<file path="src/rtl/pfsr_pkg.sv">
/*
 Package for the per-function bus status register: offsets, bit positions,
 reset value and the event carrier struct.
 Assumes nothing beyond a SystemVerilog tool.
*/
package pfsr_pkg;

   localparam logic [7:0] STATUS_OFFSET = 8'h06;
   localparam logic [7:0] COMMAND_OFFSET = 8'h04;
   localparam logic [7:0] GEN_CTRL_OFFSET = 8'h86;
   localparam logic [15:0] STATUS_RESET = 16'h0210;

   localparam int BIT_DETECTED_PARITY = 15;
   localparam int BIT_SIGNALLED_SYSTEM = 14;
   localparam int BIT_RECEIVED_MASTER_ABORT = 13;
   localparam int BIT_RECEIVED_TARGET_ABORT = 12;
   localparam int BIT_SIGNALLED_TARGET_ABORT = 11;
   localparam int BIT_DEVSEL_LO = 9;
   localparam int BIT_DATA_PARITY = 8;
   localparam int BIT_BACK_TO_BACK = 7;
   localparam int BIT_USER_FEATURES = 6;
   localparam int BIT_HIGH_SPEED = 5;
   localparam int BIT_CAPABILITY_LIST = 4;
   localparam int BIT_INT_STATUS = 3;

   localparam logic [1:0] DEVSEL_MEDIUM = 2'h1;
   localparam logic [15:0] STICKY_MASK = 16'hF900;

   // Bus events reported by the function's bus engine, one-cycle pulses
   typedef struct packed {
      logic addr_parity_error;
      logic data_parity_error;
      logic perr_seen_as_master;
      logic master_abort_received;
      logic target_abort_received;
      logic target_abort_signalled;
   } pfsr_events_s;

   // Command register bits used by this block
   typedef struct packed {
      logic system_error_enable;
      logic parity_response_enable;
      logic interrupt_disable;
   } pfsr_command_s;

endpackage

</file>
<file path="src/rtl/pfsr_status.sv">
/*
 Per-function bus status register with its event capture, system error and
 interrupt gating. Holds one copy per function; instantiate once per function.
 Assumes the configuration write path gives a one-cycle write strobe with
 address and byte enables, and that bus events arrive on i_clk as pulses.
 The global reset is the only reset that clears the error flags.
*/
`timescale 1ns/100ps
module pfsr_status (
   input wire logic i_clk,
   input wire logic i_nrst,
   input wire logic i_cfg_write,
   input wire logic [7:0] i_cfg_addr,
   input wire logic [1:0] i_cfg_byte_en,
   input wire logic [15:0] i_cfg_wdata,
   input wire pfsr_pkg::pfsr_events_s i_events,
   input wire pfsr_pkg::pfsr_command_s i_command,
   input wire logic i_bus_revision_compat_enable,
   input wire logic i_interrupt_pending,
   output logic [15:0] o_status,
   output logic o_serr_pulse,
   output logic o_intx_assert
);

   logic rst_sync1_q;
   logic rst_sync2_q;
   logic rst_n;

   // Reset release through two flip-flops
   always_ff @(posedge i_clk or negedge i_nrst) begin
      if (!i_nrst) begin
         rst_sync1_q <= 1'b0;
         rst_sync2_q <= 1'b0;
      end else begin
         rst_sync1_q <= 1'b1;
         rst_sync2_q <= rst_sync1_q;
      end
   end
   assign rst_n = rst_sync2_q;

   wire status_hit = i_cfg_write && (i_cfg_addr == pfsr_pkg::STATUS_OFFSET);
   wire [15:0] lane_mask = {{8{i_cfg_byte_en[1]}}, {8{i_cfg_byte_en[0]}}};
   wire [15:0] clear_vec = status_hit ? (i_cfg_wdata & lane_mask & pfsr_pkg::STICKY_MASK) : 16'h0000;

   wire serr_request = i_events.addr_parity_error & i_command.system_error_enable
                       & i_command.parity_response_enable;

   wire set_parity = i_events.addr_parity_error | i_events.data_parity_error;
   wire set_system = serr_request;
   wire set_data_parity = i_events.perr_seen_as_master & i_command.parity_response_enable;

   wire [4:0] set_vec;
   wire [4:0] clr_vec;
   wire [4:0] flag_vec;
   assign set_vec = {set_parity, set_system, i_events.master_abort_received,
                     i_events.target_abort_received, i_events.target_abort_signalled};
   assign clr_vec = clear_vec[15:11];

   genvar g;
   generate
      for (g = 0; g < 5; g++) begin : g_flag
         pfsr_sticky_bit u_flag (
            .i_clk(i_clk),
            .i_rst_n(rst_n),
            .i_set(set_vec[g]),
            .i_clear(clr_vec[g]),
            .o_flag(flag_vec[g])
         );
      end
   endgenerate

   logic data_parity_flag;
   pfsr_sticky_bit u_data_parity (
      .i_clk(i_clk),
      .i_rst_n(rst_n),
      .i_set(set_data_parity),
      .i_clear(clear_vec[pfsr_pkg::BIT_DATA_PARITY]),
      .o_flag(data_parity_flag)
   );

   wire int_status = i_interrupt_pending & i_bus_revision_compat_enable;
   wire intx_next = int_status & ~i_command.interrupt_disable;

   wire [15:0] status_next = {flag_vec, pfsr_pkg::DEVSEL_MEDIUM, data_parity_flag,
                              1'b0, 1'b0, 1'b0, 1'b1, int_status, 3'h0};

   always_ff @(posedge i_clk or negedge rst_n) begin
      if (!rst_n) begin
         o_status <= pfsr_pkg::STATUS_RESET;
         o_serr_pulse <= 1'b0;
         o_intx_assert <= 1'b0;
      end else begin
         o_status <= status_next;
         o_serr_pulse <= serr_request;
         o_intx_assert <= intx_next;
      end
   end

   // Sticky flag views for the checks below
   wire [5:0] sticky_flags = {flag_vec, data_parity_flag};
   wire [5:0] sticky_set = {set_vec, set_data_parity};
   wire [5:0] sticky_clear = {clr_vec, clear_vec[pfsr_pkg::BIT_DATA_PARITY]};
   wire [5:0] sticky_keep = sticky_flags & ~sticky_clear;
   wire [5:0] sticky_view = {o_status[pfsr_pkg::BIT_DETECTED_PARITY:pfsr_pkg::BIT_SIGNALLED_TARGET_ABORT],
                             o_status[pfsr_pkg::BIT_DATA_PARITY]};
endmodule

</file>
<file path="src/rtl/pfsr_sticky_bit.sv">
/*
 One write-one-to-clear sticky flag. Set wins over a clear in the same cycle.
 Assumes a clock and an already synchronised active-low reset.
*/
`timescale 1ns/100ps
module pfsr_sticky_bit (
   input wire logic i_clk,
   input wire logic i_rst_n,
   input wire logic i_set,
   input wire logic i_clear,
   output logic o_flag
);
   logic flag_q;
   logic flag_d;

   assign flag_d = i_set | (flag_q & ~i_clear);
   assign o_flag = flag_q;

   always_ff @(posedge i_clk or negedge i_rst_n) begin
      if (!i_rst_n) begin
         flag_q <= 1'b0;
      end else begin
         flag_q <= flag_d;
      end
   end
endmodule

</file>
<file path="config.mk">
export PLATFORM = sky130hd
export DESIGN_NAME = pfsr_status
export DESIGN_NICKNAME = d
export VERILOG_FILES = /design/src/rtl/pfsr_pkg.sv /design/src/rtl/pfsr_status.sv /design/src/rtl/pfsr_sticky_bit.sv
export SDC_FILE = /design/constraint.sdc
export NUM_CORES = 1
export LEC_CHECK = 0
export ABC_AREA = 1
export BUFFER_PORTS_ARGS = -buffer_cell sky130_fd_sc_hd__buf_2
export CORE_MARGIN = 8
export CORE_UTILIZATION = 41
export CTS_CLUSTER_DIAMETER = 150
export DETAILED_ROUTE_END_ITERATION = 6
export MAX_ROUTING_LAYER = met4
export PLACE_DENSITY = 0.83
export SLEW_MARGIN = 30
export SYNTH_ARGS = -nofsm -noshare
export SYNTH_HDL_FRONTEND = slang
export SYNTH_HIERARCHICAL = 1
export SYNTH_SLANG_ARGS = --single-unit
</file>
<file path="constraint.sdc">
create_clock -name i_clk -period 1.3 [get_ports i_clk]
set_clock_uncertainty 0.2 [all_clocks]
set_input_delay 0.195 -clock i_clk [delete_from_list [all_inputs] [get_ports i_clk]]
set_output_delay 0.195 -clock i_clk [all_outputs]
set_load 0.005 [all_outputs]
</file>
# Yosys cells after proc, flatten, opt, wreduce, memory -nomap -nowiden
# Index checks and enable logic that the tools add are counted.
[op_classes]
n_eq_ne = 1
mux = 1
n_bitwise = 26
n_reduce_logical = 1
[op_table]
columns = ["operator", "count"]
rows = [
  ["$and A16 B16 Y16", 1],
  ["$mux W16", 1],
  ["$and A1 B1 Y1", 11],
  ["$eq A8 B3 Y1 const B", 1],
  ["$not A1 Y1", 7],
  ["$or A1 B1 Y1", 7],
  ["$logic_and A1 B1 Y1", 1],
]
[word_totals]
reg_bits = 17
inputBits = 40
output_inout_bits = 18
word_cells = 40

# Longest topological paths before layout
# Gate-level depths: netlist of the first run.
[depth]
word_depth = 6
depth_mapped = 7
ltp_nobuf = 7

# Hierarchy
# The synthesis of the first run kept the hierarchy.
[by_module_without_submodules]
columns = ["mod", "n_inst", "cells_each", "area_per_inst_um2", "seq_area_each_um2"]
rows = [
  ["pfsr_status", 1, 47, 524.3, 275.3],
  ["pfsr_sticky_bit", 6, 5, 40.0, 25.0],
]

# Worst setup path before layout of the first run
# Ideal clock, no wire load.
[synth_timing]
path_kind = "input port to flip-flop"
startpoint = "input i_cfg_addr[2]"
endpoint = "register g_flag[0].u_flag.flag_q"
setup_time_ns = 0.116
arrival_time_ns = 0.686
t_required_ns = 0.984
path_slack_ns = 0.298
cell_stages = 7
cell_sequence = "inv_1 > nor2_2 > nand3_4 > nor3_2 > inv_1 > nand2_1 > nand2_1"
[synth_between]
elab_chain_cells = 6
[synth_lines]
columns = ["item", "line_no", "source"]
rows = [
  ["start, declared", "pfsr_status.sv:13", "input wire logic [7:0] i_cfg_addr,"],
  ["$eq A8 B3 Y1", "pfsr_status.sv:41", "wire status_hit = i_cfg_write && (i_cfg_addr == pfsr_pkg::STATUS_OFFSET);"],
  ["$logic_and A1 B1 Y1", "pfsr_status.sv:41", ""],
  ["$mux W16", "pfsr_status.sv:43", "wire [15:0] clear_vec = status_hit ? (i_cfg_wdata & lane_mask & pfsr_pkg::STICKY_MASK) : 16'h0000;"],
  ["named net clear_vec[11]", "pfsr_status.sv:43", ""],
  ["$not A1 Y1", "pfsr_sticky_bit.sv:16", "assign flag_d = i_set | (flag_q & ~i_clear);"],
  ["$and A1 B1 Y1", "pfsr_sticky_bit.sv:16", ""],
  ["$or A1 B1 Y1", "pfsr_sticky_bit.sv:16", ""],
  ["named net g_flag[0].u_flag.flag_d", "pfsr_sticky_bit.sv:14", "logic flag_d;"],
  ["end signal, assigned", "pfsr_sticky_bit.sv:23", "flag_q <= flag_d;"],
  ["end, declared", "pfsr_sticky_bit.sv:13", "logic flag_q;"],
]
# The timed path passes the listed nets, and every way through them passes these cells.

# Final worst setup path of the first run
[layout_timing]
startpoint = "input i_events[4] in the netlist's numbering"
endpoint = "register g_flag[4].u_flag.flag_q"
[layout_between]
elab_chain_cells = 2
[layout_lines]
columns = ["item", "line_no", "source"]
rows = [
  ["start, declared", "pfsr_status.sv:16", "input wire pfsr_pkg::pfsr_events_s i_events,"],
  ["$or A1 B1 Y1", "pfsr_status.sv:48", "wire set_parity = i_events.addr_parity_error | i_events.data_parity_error;"],
  ["named net set_parity", "pfsr_status.sv:48", ""],
  ["$or A1 B1 Y1", "pfsr_sticky_bit.sv:16", ""],
  ["named net g_flag[4].u_flag.flag_d", "pfsr_sticky_bit.sv:14", ""],
  ["end signal, assigned", "pfsr_sticky_bit.sv:23", ""],
  ["end, declared", "pfsr_sticky_bit.sv:13", ""],
]
# The timed path passes the listed nets, and every way through them passes these cells.

==> results of run 1 <==
-- layout by cell type, fill, tap and decap left out, types with 3 or more instances in the layout --
| cell type | netlist | routed |
|---|---|---|
| sky130_fd_sc_hd__nand2_1 | 20 | 20 |
| sky130_fd_sc_hd__clkbuf_4 | 0 | 3 |
| sky130_fd_sc_hd__dfrtp_1 | 17 | 17 |
| sky130_fd_sc_hd__nor3_2 | 6 | 6 |
| sky130_fd_sc_hd__buf_2 | 0 | 37 |
| sky130_fd_sc_hd__dlygate4sd3_1 | 0 | 14 |
| sky130_fd_sc_hd__nor2_2 | 3 | 3 |
| sky130_fd_sc_hd__conb_1 | 2 | 10 |
| sky130_fd_sc_hd__inv_1 | 15 | 15 |
-- worst max path at each step --
stage / from / end / slack, ns
detailed placement: i_cfg_addr[7] / u_data_parity/o_flag$_DFF_PN0_ / 0.10
finish: i_events[4] / g_flag[4].u_flag/o_flag$_DFF_PN0_ / 0.08
global route: i_events[4] / g_flag[4].u_flag/o_flag$_DFF_PN0_ / 0.05
global placement: i_cfg_addr[7] / g_flag[3].u_flag/o_flag$_DFF_PN0_ / 0.14
CTS: i_events[4] / g_flag[4].u_flag/o_flag$_DFF_PN0_ / 0.08
floorplan: i_cfg_addr[2] / g_flag[0].u_flag/o_flag$_DFF_PN0_ / 0.30
-- sequential cells by signal, indices dropped and copies added (netlist names) --
| signal | count |
|---|---|
| g_flag.u_flag/o_flag | 5 |
| u_data_parity/o_flag | 1 |
| rst_n | 1 |
| o_serr_pulse | 1 |
| o_status | 7 |
| o_intx_assert | 1 |
| rst_sync1_q | 1 |
-- through the flow --
stage          hold WS [ns]  utilization
2_1_floorplan        -0.301            -
4_1_cts              0.0634        0.641
5_1_grt              0.0933        0.641
3_3_place_gp         -0.219        0.545
6_report             0.0803        0.641
3_5_place_dp         -0.219        0.545
-- cells by family (layout without fill, tap and decap cells) --
group	Yosys count	after routing	synth area share
other cells	2	10	0.00982
flops	17	17	0.556
simple gates	34	34	0.272
buf+inv	24	71	0.162
-- final cells by class --
cell class / count / area, µm²
Tap cell: 25 / 31.3
Clock inverter: 1 / 5.00
Sequential cell: 17 / 425
Inverter: 15 / 56.3
Fill cell: 150 / 627
Clock buffer: 3 / 22.5
Timing Repair Buffer: 52 / 333
Multi-Input combinational cell: 44 / 245
-- worst max-delay path: cells and delay by family --
family,cells,cell delay [ns]
and+or+nand+nor,2,0.32
buffers and inverters,3,0.69
-- repair_timing --
item,in CTS,in global routing
hold buffers,14,0
buffers inserted,0,0
hold endpoints to repair,25,0
-- where the power goes --
| group | switching [W] | internal [W] |
|---|---|---|
| clock | 0.000154 | 0.000114 |
| sequential | 0.00000182 | 0.000536 |
| combinational | 0.0000590 | 0.0000737 |
| total | 0.000214 | 0.000724 |
-- metal layers --
layer	vias to the layer above	track usage
met4	0	0.0410
met5	-	-
met1	271	0.0900
met3	2	0.0412
li1	315	-
met2	31	0.210
==> flow_results.org, run 1 <==
** Critical path
- The worst setup path is captured at a flip-flop.
- Data required time of the worst path :: 1.28 ns
- RR Endpoint :: g_flag[3].u_flag/o_flag$_DFF_PN0_
- By startpoint and endpoint, the worst setup path is classified as in2reg.
- Largest driver fanout on the critical path :: 1
- Series of cell instances along the critical path :: dlygate4sd3_1, buf_2, or2_2, inv_1, nand2_1
- In this design, the stage delay of the slowest critical-path cell is 0.53 ns.
- Reg-to-reg critical path startpoint :: rst_n$_DFF_PN0_
- Slack of the worst reg-to-reg path :: 0.22 ns
- Data arrival, critical path :: 1.21 ns
- The worst setup path is launched from an input port.
- The slowest stage of the critical path is the sky130_fd_sc_hd__dlygate4sd3_1 cell.
- Measured in cells, the most critical reg-to-reg path has a length of 2.

** Timing
- The worst path in the final design needs a cycle of 1.22 ns, including I/O delays and setup.
- Adding up every negative setup slack in the final design gives 0 ns.
- Across all setup checks in the final design, the least slack found is 0.0769 ns.
- Based on the critical path, the design can be clocked at up to 818 MHz.
- The final max-slew violation count was 0.
- Setup repair after global routing left no endpoint under its margin.
- Final Cycle Share :: 0.941
- The hold violation count in the final report was 0.
- Setup violations remaining at the end of the flow were counted as 0.

** Cells and area
- Final standard cell area without fillers :: 0.00112 mm²
- The number of antenna diodes in the final layout is 0.
- For this run, the number of standard cells in the final layout without fillers is 157.
- Nets :: 173
- Fraction of final layout cells sized beyond drive strength 1 :: 0.409
- Area added between synthesis and finish :: 46.3%

** GRT
- GRT overflow :: 0
- Wire length of the first global-routing pass :: 2790 µm
- Antenna violations before repair :: 0
- Across every metal layer, demand over resource in global routing totals 0.109.
- Vias in the first global route :: 668
- Pin count of the biggest net entering global routing :: 16

** Floorplan
- Die width :: 59.2 µm
- The die is 59.2 µm tall.
- Ports placed on the boundary :: 58
- After floorplanning, the core was divided into 15 placement rows.
- The die covers 0.00350 mm².
- For this configuration, the core starts out at a cell density of 0.438.
- Core Region :: 0.00175 mm²

** Placed design
- Once detailed placement completed, the half-perimeter wirelength came to 1330 µm.
- Including well taps, the total number of placed cells is 139.
- Once placement finished, the instance area stood at 951 µm².
- Dpl ws :: 0.101 ns
- RePlAce Congestion :: 0.752
- PortBufs :: 37

** Detailed routing
- Routed wire length per instance :: 11.1 µm
- Number of routed nets with antenna violations :: 0
- Detailed-route DRC error count :: 0
- Highest layer used for signal routing :: met4
- Violation count after the first detailed-routing iteration :: 11
- Met1 Routed Length :: 631 µm
- In the routed layout, each cell is associated on average with a via count of 3.94.
- Routed length on met3 :: 138 µm
- Vias after detailed routing :: 619
- For this run, the detailed router's first-pass iteration total came to 4.
- The routed design uses 965 µm of met2 wire.
- The routed design has 1740 µm of wire.

** Logic synthesis
- The commonest cells after synthesis are sky130_fd_sc_hd__nand2_1 (20), sky130_fd_sc_hd__dfrtp_1 (17), sky130_fd_sc_hd__inv_1 (15).
- Avg Inst Size Synth :: 9.93 µm²
- The synthesized netlist contains 12 unique library cells.
- Top-count cell post-synth :: sky130_fd_sc_hd__nand2_1
- For this run, the leading register cell type out of synthesis is sky130_fd_sc_hd__dfrtp_1.
- The share of synthesized area in the top cell type comes to 0.556.
- Synthesis produced 77 cells.
- Yosys mapped a number of flops with a built-in enable equal to 0.
- The share of the Yosys chip area taken by registers is 0.556.
- The Yosys step of the flow raised 6 warnings.
- Number of flip-flops and latches in the synthesized netlist :: 17
- Most area-hungry cell type in the Yosys netlist :: sky130_fd_sc_hd__dfrtp_1
- Share of synthesized registers carrying an async set or reset :: 1.00
- Leading cell types by total area after synthesis :: sky130_fd_sc_hd__dfrtp_1 (56%), sky130_fd_sc_hd__nand2_1 (9.8%), sky130_fd_sc_hd__buf_4 (8.8%)
- Synthesized area :: 764 µm²

** Power and ir drop
- For this design the static power due to leakage is 0.571 nW.
- Worst IR Drop VDD :: 480 µV
- For this design the ratio of total power to cell area is 839 mW/mm².
- The design draws 0.000938 W.

** Worst hold path
- Hold EP :: g_flag[1].u_flag/o_flag$_DFF_PN0_
- The startpoint identified for the worst hold timing path is i_cfg_wdata[12].
- Hold-critical path depth :: 6
- In this run the worst hold path is classified as in2reg.

** CTS
- Clock latency on the worst-skew pair, taken at its later pin, is 0.28 ns.
- Largest buffer count on any clock path :: 2
- H-tree levels :: 1
- Clock-pin slew was measured on the worst setup and hold paths at 0.09 ns.
- The root buffer cell chosen for the clock tree is sky130_fd_sc_hd__clkbuf_4.
- TritonCTS built the clock tree.
- Clock tree synthesis found a total of 17 sinks.
- Num CTS Buffers :: 3
- Post-cts repair resize count :: 0

** Job
- Number of maximum-capacitance constraint violations :: 0

** Run status
- Outcome :: complete, no violations
Note: power is estimated with default switching activity, not from simulation.
==> inputs of run 2 (changes only) <==
--- a/config.mk
+++ b/config.mk
@@ -9,10 +9,12 @@
 export BUFFER_PORTS_ARGS = -buffer_cell sky130_fd_sc_hd__buf_2
 export CORE_MARGIN = 8
 export CORE_UTILIZATION = 41
+export CTS_BUF_LIST = sky130_fd_sc_hd__clkbuf_4 sky130_fd_sc_hd__clkbuf_8 sky130_fd_sc_hd__clkbuf_16
 export CTS_CLUSTER_DIAMETER = 150
 export DETAILED_ROUTE_END_ITERATION = 6
 export MAX_ROUTING_LAYER = met4
 export PLACE_DENSITY = 0.83
+export SETUP_SLACK_MARGIN = 0.15
 export SLEW_MARGIN = 30
 export SYNTH_ARGS = -nofsm -noshare
 export SYNTH_HDL_FRONTEND = slang
==> run 2 against run 1 <==
- critical endpoint is now o_status[15]
- power decreased by 0.63%
- first-iteration DRC count unchanged
- setup slack gained 0.040 ns
- core utilization down 1.1 points
- fmax is 3.4% higher
- critical path depth shrank 4
- critical path type is now reg2out
- clock power about the same
- cell count is 1.3% lower
- highest routed layer unchanged
- non-clock buffer count down 2
- die area unchanged
- the run now ends with negative hold slack left
==> flow_results.org, run 2 (same netlist as run 1, synthesis figures left out) <==
** Run status
- Outcome :: finished, violations left
- The final reports fail on negative hold slack.

** Timing
- For this run, the top clock speed supported by timing is 846 MHz.
- Final setup fails :: 0
- The hold violation count in the final report is 1.
- Unrepaired setup endpoints after global routing :: true
- The final max-slew violation count is 0.
- The smallest clock period supported by the final layout is computed as 1.18 ns.
- Of the available clock period, the critical path in the final layout requires 0.910.
- Min setup slack post-route :: 0.117 ns
- Final hold slack :: -0.0277 ns
- Summed negative setup slack over all endpoints :: 0 ns

** Critical path
- Depth of the worst register-to-register path :: 2
- The worst register-to-register path has a setup slack of 0.22 ns.
- Largest driver fanout on the critical path :: 1
- On the worst path, the slowest cell contributes a delay of 0.38 ns.
- CP max stage cell :: sky130_fd_sc_hd__dfrtp_1
- Data arrival, critical path :: 0.79 ns
- Count of buffer and inverter cells on the critical path :: 1
- Critical Path End Type :: output port
- Family with the most delay on the worst path :: flip-flops
- RR Endpoint :: g_flag[3].u_flag/o_flag$_DFF_PN0_
- STA classifies the critical path startpoint as a flip-flop.
- The worst register-to-register path begins at rst_n$_DFF_PN0_.
- The worst setup path is of the reg2out kind.
- Data required time of the worst path :: 0.90 ns
- Traced cell by cell, the critical path runs through buf_2.

** Placed design
- Detailed placement HPWL :: 1330 µm
- PortBufs :: 37
- In this run the cell area measured after placement is 951 µm².
- RePlAce Congestion :: 0.752
- After detailed placement, the design holds a cell count of 139.
- Dpl ws :: 0.101 ns

** Cells and area
- The library cell used most frequently in the layout, excluding fill and tap cells, is sky130_fd_sc_hd__buf_2.
- With fillers left out, the area of the finished cells amounts to 0.00110 mm².
- N_diodes :: 0
- Ranked by flip-flop count, first place goes to o_status.
- The final layout contains 171 nets.
- Of the cells placed in the final design, the portion with a size suffix greater than 1 is 0.415.
- The register with the most flip-flops in the layout has 7 of them.
- Area added between synthesis and finish :: 43.7%
- Leaving out fill and tap cells, the most frequent cells in the layout are sky130_fd_sc_hd__buf_2 (37), sky130_fd_sc_hd__nand2_1 (20), sky130_fd_sc_hd__dfrtp_1 (17).
- The finished layout holds 155 standard cells, fillers aside.

** CTS
- The number of hold buffers added after CTS was 12.
- In this run the number of H-tree levels came out at 1.
- CTS saw 17 sinks.
- Num CTS Buffers :: 3
- Root cell of the clock tree :: sky130_fd_sc_hd__clkbuf_4
- Largest buffer count on any clock path :: 2
- Clock edge transition at the registers on the reported setup and hold paths :: 0.09 ns
- Clock tree from TritonCTS :: built
- The clock reaches the later pin of the worst-skew pair after 0.28 ns.

** GRT
- The via count of the first global-routing pass came to 667.
- Global-route total usage across every layer :: 0.105
- The first global-routing pass estimated 2720 µm of wire.
- Antenna violations before repair :: 0
- Pin count of the biggest net entering global routing :: 16
- GRT overflow :: 0

** Power and ir drop
- Of the total power, the share spent switching nets is 0.228.
- Fraction of power consumed by the clock network :: 0.287
- The internal power of the cells totals 0.000719 W.
- Worst IR Drop VDD :: 471 µV
- Pwr Density :: 849 mW/mm²
- The share of total power dissipated in sequential elements is 0.577.
- Comb pwr share :: 0.136
- In this run the static leakage power is 0.565 nW.
- Total Power :: 0.000932 W
- Summed over all nets, the switching power comes to 0.000213 W.

** Worst hold path
- Hold-critical path depth :: 4
- Tightest Hold Check Type :: in2reg
- In this run the most critical hold path is launched from i_events[4].
- For hold timing, the worst endpoint is g_flag[4].u_flag/o_flag$_DFF_PN0_.

** Detailed routing
- Detailed-route DRC error count :: 0
- Detailed-route wire length :: 1690 µm
- For this block, the initial DRC count from the detailed router was 11.
- Routed wire length per instance :: 10.9 µm
- For this block, wires on met1 add up to 642 µm.
- Using the TritonRoute via totals, the vias-per-cell ratio works out to 3.95.
- Highest layer used for signal routing :: met4
- DRT Pass-1 Iters :: 4
- Routed length on met3 :: 120 µm
- Number of routed nets with antenna violations :: 0
- Total length of routed met2 wires :: 918 µm
- The routed layout has 612 vias.

** Floorplan
- Ports placed on the boundary :: 58
- Die width :: 59.2 µm
- Floorplan row count :: 15
- Core Region :: 0.00175 mm²
- Die height :: 59.2 µm
- Initial cell density of the core :: 0.438
- Die Area :: 0.00350 mm²

** Job
- The tool flagged a number of max-cap violations equal to 0.
## run 2: cell types whose count changed in the layout (fill, tap and decap cells not counted)
cell,change
sky130_fd_sc_hd__dlygate4sd3_1,-2
## run 2: metrics by stage
stage / hold slack (ns) / util
global placement: -0.219 / 0.545
CTS: -0.0333 / 0.629
finish: -0.0277 / 0.629
global route: -0.00909 / 0.629
floorplan: -0.301 / -
detailed placement: -0.219 / 0.545
## run 2: per-layer routing
metal,up-vias,GRT usage
met2,31,0.199
met1,268,0.0925
met5,-,-
met3,2,0.0369
li1,311,-
met4,0,0.0410
## run 2: worst max path at each step
stage / from / end / slack [ns] / depth (start not counted)
floorplan: i_cfg_addr[2] / g_flag[0].u_flag/o_flag$_DFF_PN0_ / 0.30 / 7
finish: o_status[15]$_DFF_PN0_ / o_status[15] / 0.12 / 1
global route: o_status[15]$_DFF_PN0_ / o_status[15] / 0.08 / 1
global placement: i_cfg_addr[7] / g_flag[3].u_flag/o_flag$_DFF_PN0_ / 0.14 / 7
detailed placement: i_cfg_addr[7] / u_data_parity/o_flag$_DFF_PN0_ / 0.10 / 7
CTS: o_status[8]$_DFF_PN0_ / o_status[8] / 0.10 / 1
## run 2: what timing repair did
action,in CTS,in global routing
endpoints found under the setup margin,9,9
pin swaps,0,0
gates resized for setup,0,0
hold endpoints to repair,25,1
setup buffers,0,0
## run 2: final cells by class
class / count / area, µm²
Clock buffer: 3 / 22.5
Clock inverter: 1 / 5.00
Fill cell: 164 / 647
Inverter: 15 / 56.3
Multi-Input combinational cell: 44 / 245
Sequential cell: 17 / 425
Tap cell: 25 / 31.3
Timing Repair Buffer: 50 / 313
## run 2: power groups by stage
stage / clock network, W / registers [W] / logic, W
final: 0.000268 / 0.000538 / 0.000127
after CTS: 0.000277 / 0.000538 / 0.000126
after global placement: 0 / 0.000548 / 0.0000957
after floorplan: 0 / 0.000555 / 0.0000533
after detailed placement: 0 / 0.000549 / 0.0000997
after global routing: 0.000297 / 0.000539 / 0.000142
==> inputs of run 3 (changes only) <==
--- a/config.mk
+++ b/config.mk
@@ -8,12 +8,12 @@
 export ABC_AREA = 1
 export BUFFER_PORTS_ARGS = -buffer_cell sky130_fd_sc_hd__buf_2
 export CORE_MARGIN = 8
-export CORE_UTILIZATION = 41
+export CORE_UTILIZATION = 40
 export CTS_BUF_LIST = sky130_fd_sc_hd__clkbuf_4 sky130_fd_sc_hd__clkbuf_8 sky130_fd_sc_hd__clkbuf_16
 export CTS_CLUSTER_DIAMETER = 150
 export DETAILED_ROUTE_END_ITERATION = 6
 export MAX_ROUTING_LAYER = met4
-export PLACE_DENSITY = 0.83
+export PLACE_DENSITY = 0.81
 export SETUP_SLACK_MARGIN = 0.15
 export SLEW_MARGIN = 30
 export SYNTH_ARGS = -nofsm -noshare
==> run 3 against run 2 <==
- setup slack improved by 0.0047 ns
- critical endpoint is now o_intx_assert
- design area shrank 0.68%
- global-route usage fell by 0.61 points
- via count is 1.8% lower
- critical path depth is the same
- worst hold slack improved by 0.0079 ns
- clock-buffer cell count increased by 1
- first-iteration DRC count decreased by 55%
- largest power group unchanged
- sequential share of layout area grew 0.27 points
- cell count stayed put
- flip-flop and latch count stayed put
- the flow still finishes with violations (negative hold slack)
- register-to-register slack improved by 0.27 ns
==> flow_results.org, run 3 (same netlist as run 1, synthesis figures left out) <==
** Run status
- The run finished, with violations left.
- The final reports fail on negative hold slack.

** Cells and area
- Fraction of final layout cells sized beyond drive strength 1 :: 0.422
- Register with the most flip-flops :: o_status
- The filler cells instantiated in the layout total 194.
- N_diodes :: 0
- Area of the multi-input gates :: 250 µm²
- The library cell used most frequently in the layout, excluding fill and tap cells, is sky130_fd_sc_hd__buf_2.
- Cell Count, Final, Fillers Out :: 155
- The top cell types in the final layout, fill and taps aside, are sky130_fd_sc_hd__buf_2 (37), sky130_fd_sc_hd__nand2_1 (20), sky130_fd_sc_hd__dfrtp_1 (17).
- The register with the most flip-flops in the layout has 7 of them.
- FF/Latch Area :: 425 µm²
- For this run, the share of the core covered by cells in the final layout is 0.580.
- Nets :: 169
- The area growth from synthesis to layout is 42.7%.

** Critical path
- Data arrival, critical path :: 0.78 ns
- In this design, the stage delay of the slowest critical-path cell is 0.37 ns.
- Data required time of the worst path :: 0.90 ns
- Slack of the worst reg-to-reg path :: 0.49 ns
- Depth of the worst register-to-register path :: 2
- CP max stage cell :: sky130_fd_sc_hd__dfrtp_1
- Largest driver fanout on the critical path :: 1
- Series of cell instances along the critical path :: buf_2
- Family with the most delay on the worst path :: flip-flops
- Launching element of the worst setup path :: o_intx_assert$_DFF_PN0_
- Kind of critical path :: reg2out
- The worst setup path is captured at an output port.
- Critical path startpoint category :: flip-flop
- Reg-to-reg critical path startpoint :: g_flag[0].u_flag/o_flag$_DFF_PN0_
- Total number of cells along the worst setup path :: 1
- The critical path ends at o_intx_assert.
- RR Endpoint :: g_flag[0].u_flag/o_flag$_DFF_PN0_
- The number of buffers and inverters on the critical path is 1.

** CTS
- TritonCTS built the clock tree.
- The clock net in this run drives a total of 17 sinks.
- Counting the buffers created by CTS gives 3.
- Largest buffer count on any clock path :: 2
- Clock edge transition at the registers on the reported setup and hold paths :: 0.08 ns
- Root cell of the clock tree :: sky130_fd_sc_hd__clkbuf_4
- In this run the number of H-tree levels came out at 1.
- For the worst-skew pair, the clock arrives at the later sink with an insertion delay of 0.28 ns.
- Post-CTS timing repair inserted 0 buffers for setup.

** Timing
- Summed over all failing endpoints, the final setup total negative slack is 0 ns.
- Min setup slack post-route :: 0.122 ns
- Setup violations remaining at the end of the flow were counted as 0.
- Timing-limited maximum frequency :: 849 MHz
- Final worst path period need :: 1.18 ns
- Setup repair after global routing could not meet its margin everywhere.
- The hold violation count in the final report came to 1.
- For the pin with the worst max-slew slack, the measured transition is 0.563 ns.
- The final max-slew violation count came to 0.
- Dividing the final minimum period by the clock period gives 0.906.
- Headroom to the max-slew limit :: 0.624
- Final hold slack :: -0.0199 ns

** GRT
- GRT overflow :: 0
- Entering global routing, the biggest net connects 16 pins.
- The via count of the first global-routing pass came to 645.
- The first global-routing pass estimated 2650 µm of wire.
- Antenna violations before repair :: 0
- In the global route stage, overall resource usage came out at 0.0993.

** Detailed routing
- Number of routed nets with antenna violations :: 0
- DRT Pass-1 Iters :: 4
- Dividing the detail-routed via count by the number of cells gives 3.88.
- Detailed-route wire length :: 1600 µm
- Total length of routed met2 wires :: 741 µm
- Detailed-route DRC error count :: 0
- Met1 Routed Length :: 680 µm
- Highest layer used for signal routing :: met4
- Routed length on met3 :: 151 µm
- After detailed routing, the average wire length per cell comes to 10.3 µm.
- Vias after detailed routing :: 601
- Violation count after the first detailed-routing iteration :: 5

** Job
- Number of maximum-capacitance constraint violations :: 0

** Floorplan
- Floorplan row count :: 16
- In this run the horizontal extent of the chip is 59.7 µm.
- In this run the vertical extent of the chip is 59.7 µm.
- The initial utilization of the core area, before any placement, comes to 0.406.
- The die covers 0.00357 mm².
- The core region is 0.00188 mm².
- During I/O placement, the number of pins put on the boundary was 58.

** Power and ir drop
- Leakage power :: 0.553 nW
- Total Power :: 0.000945 W
- Worst IR Drop VDD :: 414 µV
- Power spread over the standard cell area amounts to 866 mW/mm².

** Placed design
- Counting tap cells, the placed design contains a total of 140 instances.
- OpenSTA, run right after detailed placement, puts the worst setup slack at 0.123 ns.
- The wire-length estimate of the detail-placed layout is 1270 µm.
- RePlAce Congestion :: 0.726
- PortBufs :: 37

** Worst hold path
- The min-delay analysis places its worst path in the category in2reg.
[run 3: final cells by class]
cell class	instances	area share
flip-flops and latches	17	0.390
multi-input cells	44	0.229
repair buffers	48	0.271
well taps	27	0.0310
inverters	15	0.0516
clock buffers	4	0.0275
[run 3: routing by layer]
layer  track usage  vias up
li1              -      305
met1         0.107      256
met2         0.160       35
met3        0.0323        5
met4        0.0510        0
met5             -        -
[run 3: where the power goes]
part / internal [W] / switching (W) / total (W)
clock: 0.000140 / 0.000143 / 0.000283
combinational: 0.0000667 / 0.0000494 / 0.000116
sequential: 0.000536 / 0.00000991 / 0.000546
[run 3: timing repair]
item,CTS,global route
cloned,0,0
setup endpoints to repair,9,10
hold endpoints to repair,10,2
hold buffers,10,1
resized for setup,0,1
pin swaps,0,0
[run 3: worst min path at each step]
stage / start / endpoint / cells after the start
after floorplan: i_nrst / rst_n$_DFF_PN0_ / 0
after global placement: i_nrst / rst_n$_DFF_PN0_ / 1
after detailed placement: i_nrst / rst_sync1_q$_DFF_PN0_ / 1
after CTS: i_events[4] / g_flag[4].u_flag/o_flag$_DFF_PN0_ / 4
after global routing: i_events[4] / g_flag[4].u_flag/o_flag$_DFF_PN0_ / 4
final: i_events[4] / g_flag[4].u_flag/o_flag$_DFF_PN0_ / 4
[run 3: stage by stage]
step / hold slack [ns] / area (µm²)
after global placement: -0.221 / 946
after floorplan: -0.301 / 795
after global routing: -0.0156 / 1090
after CTS: -0.0233 / 1080
after detailed placement: -0.219 / 946
final: -0.0199 / 1090
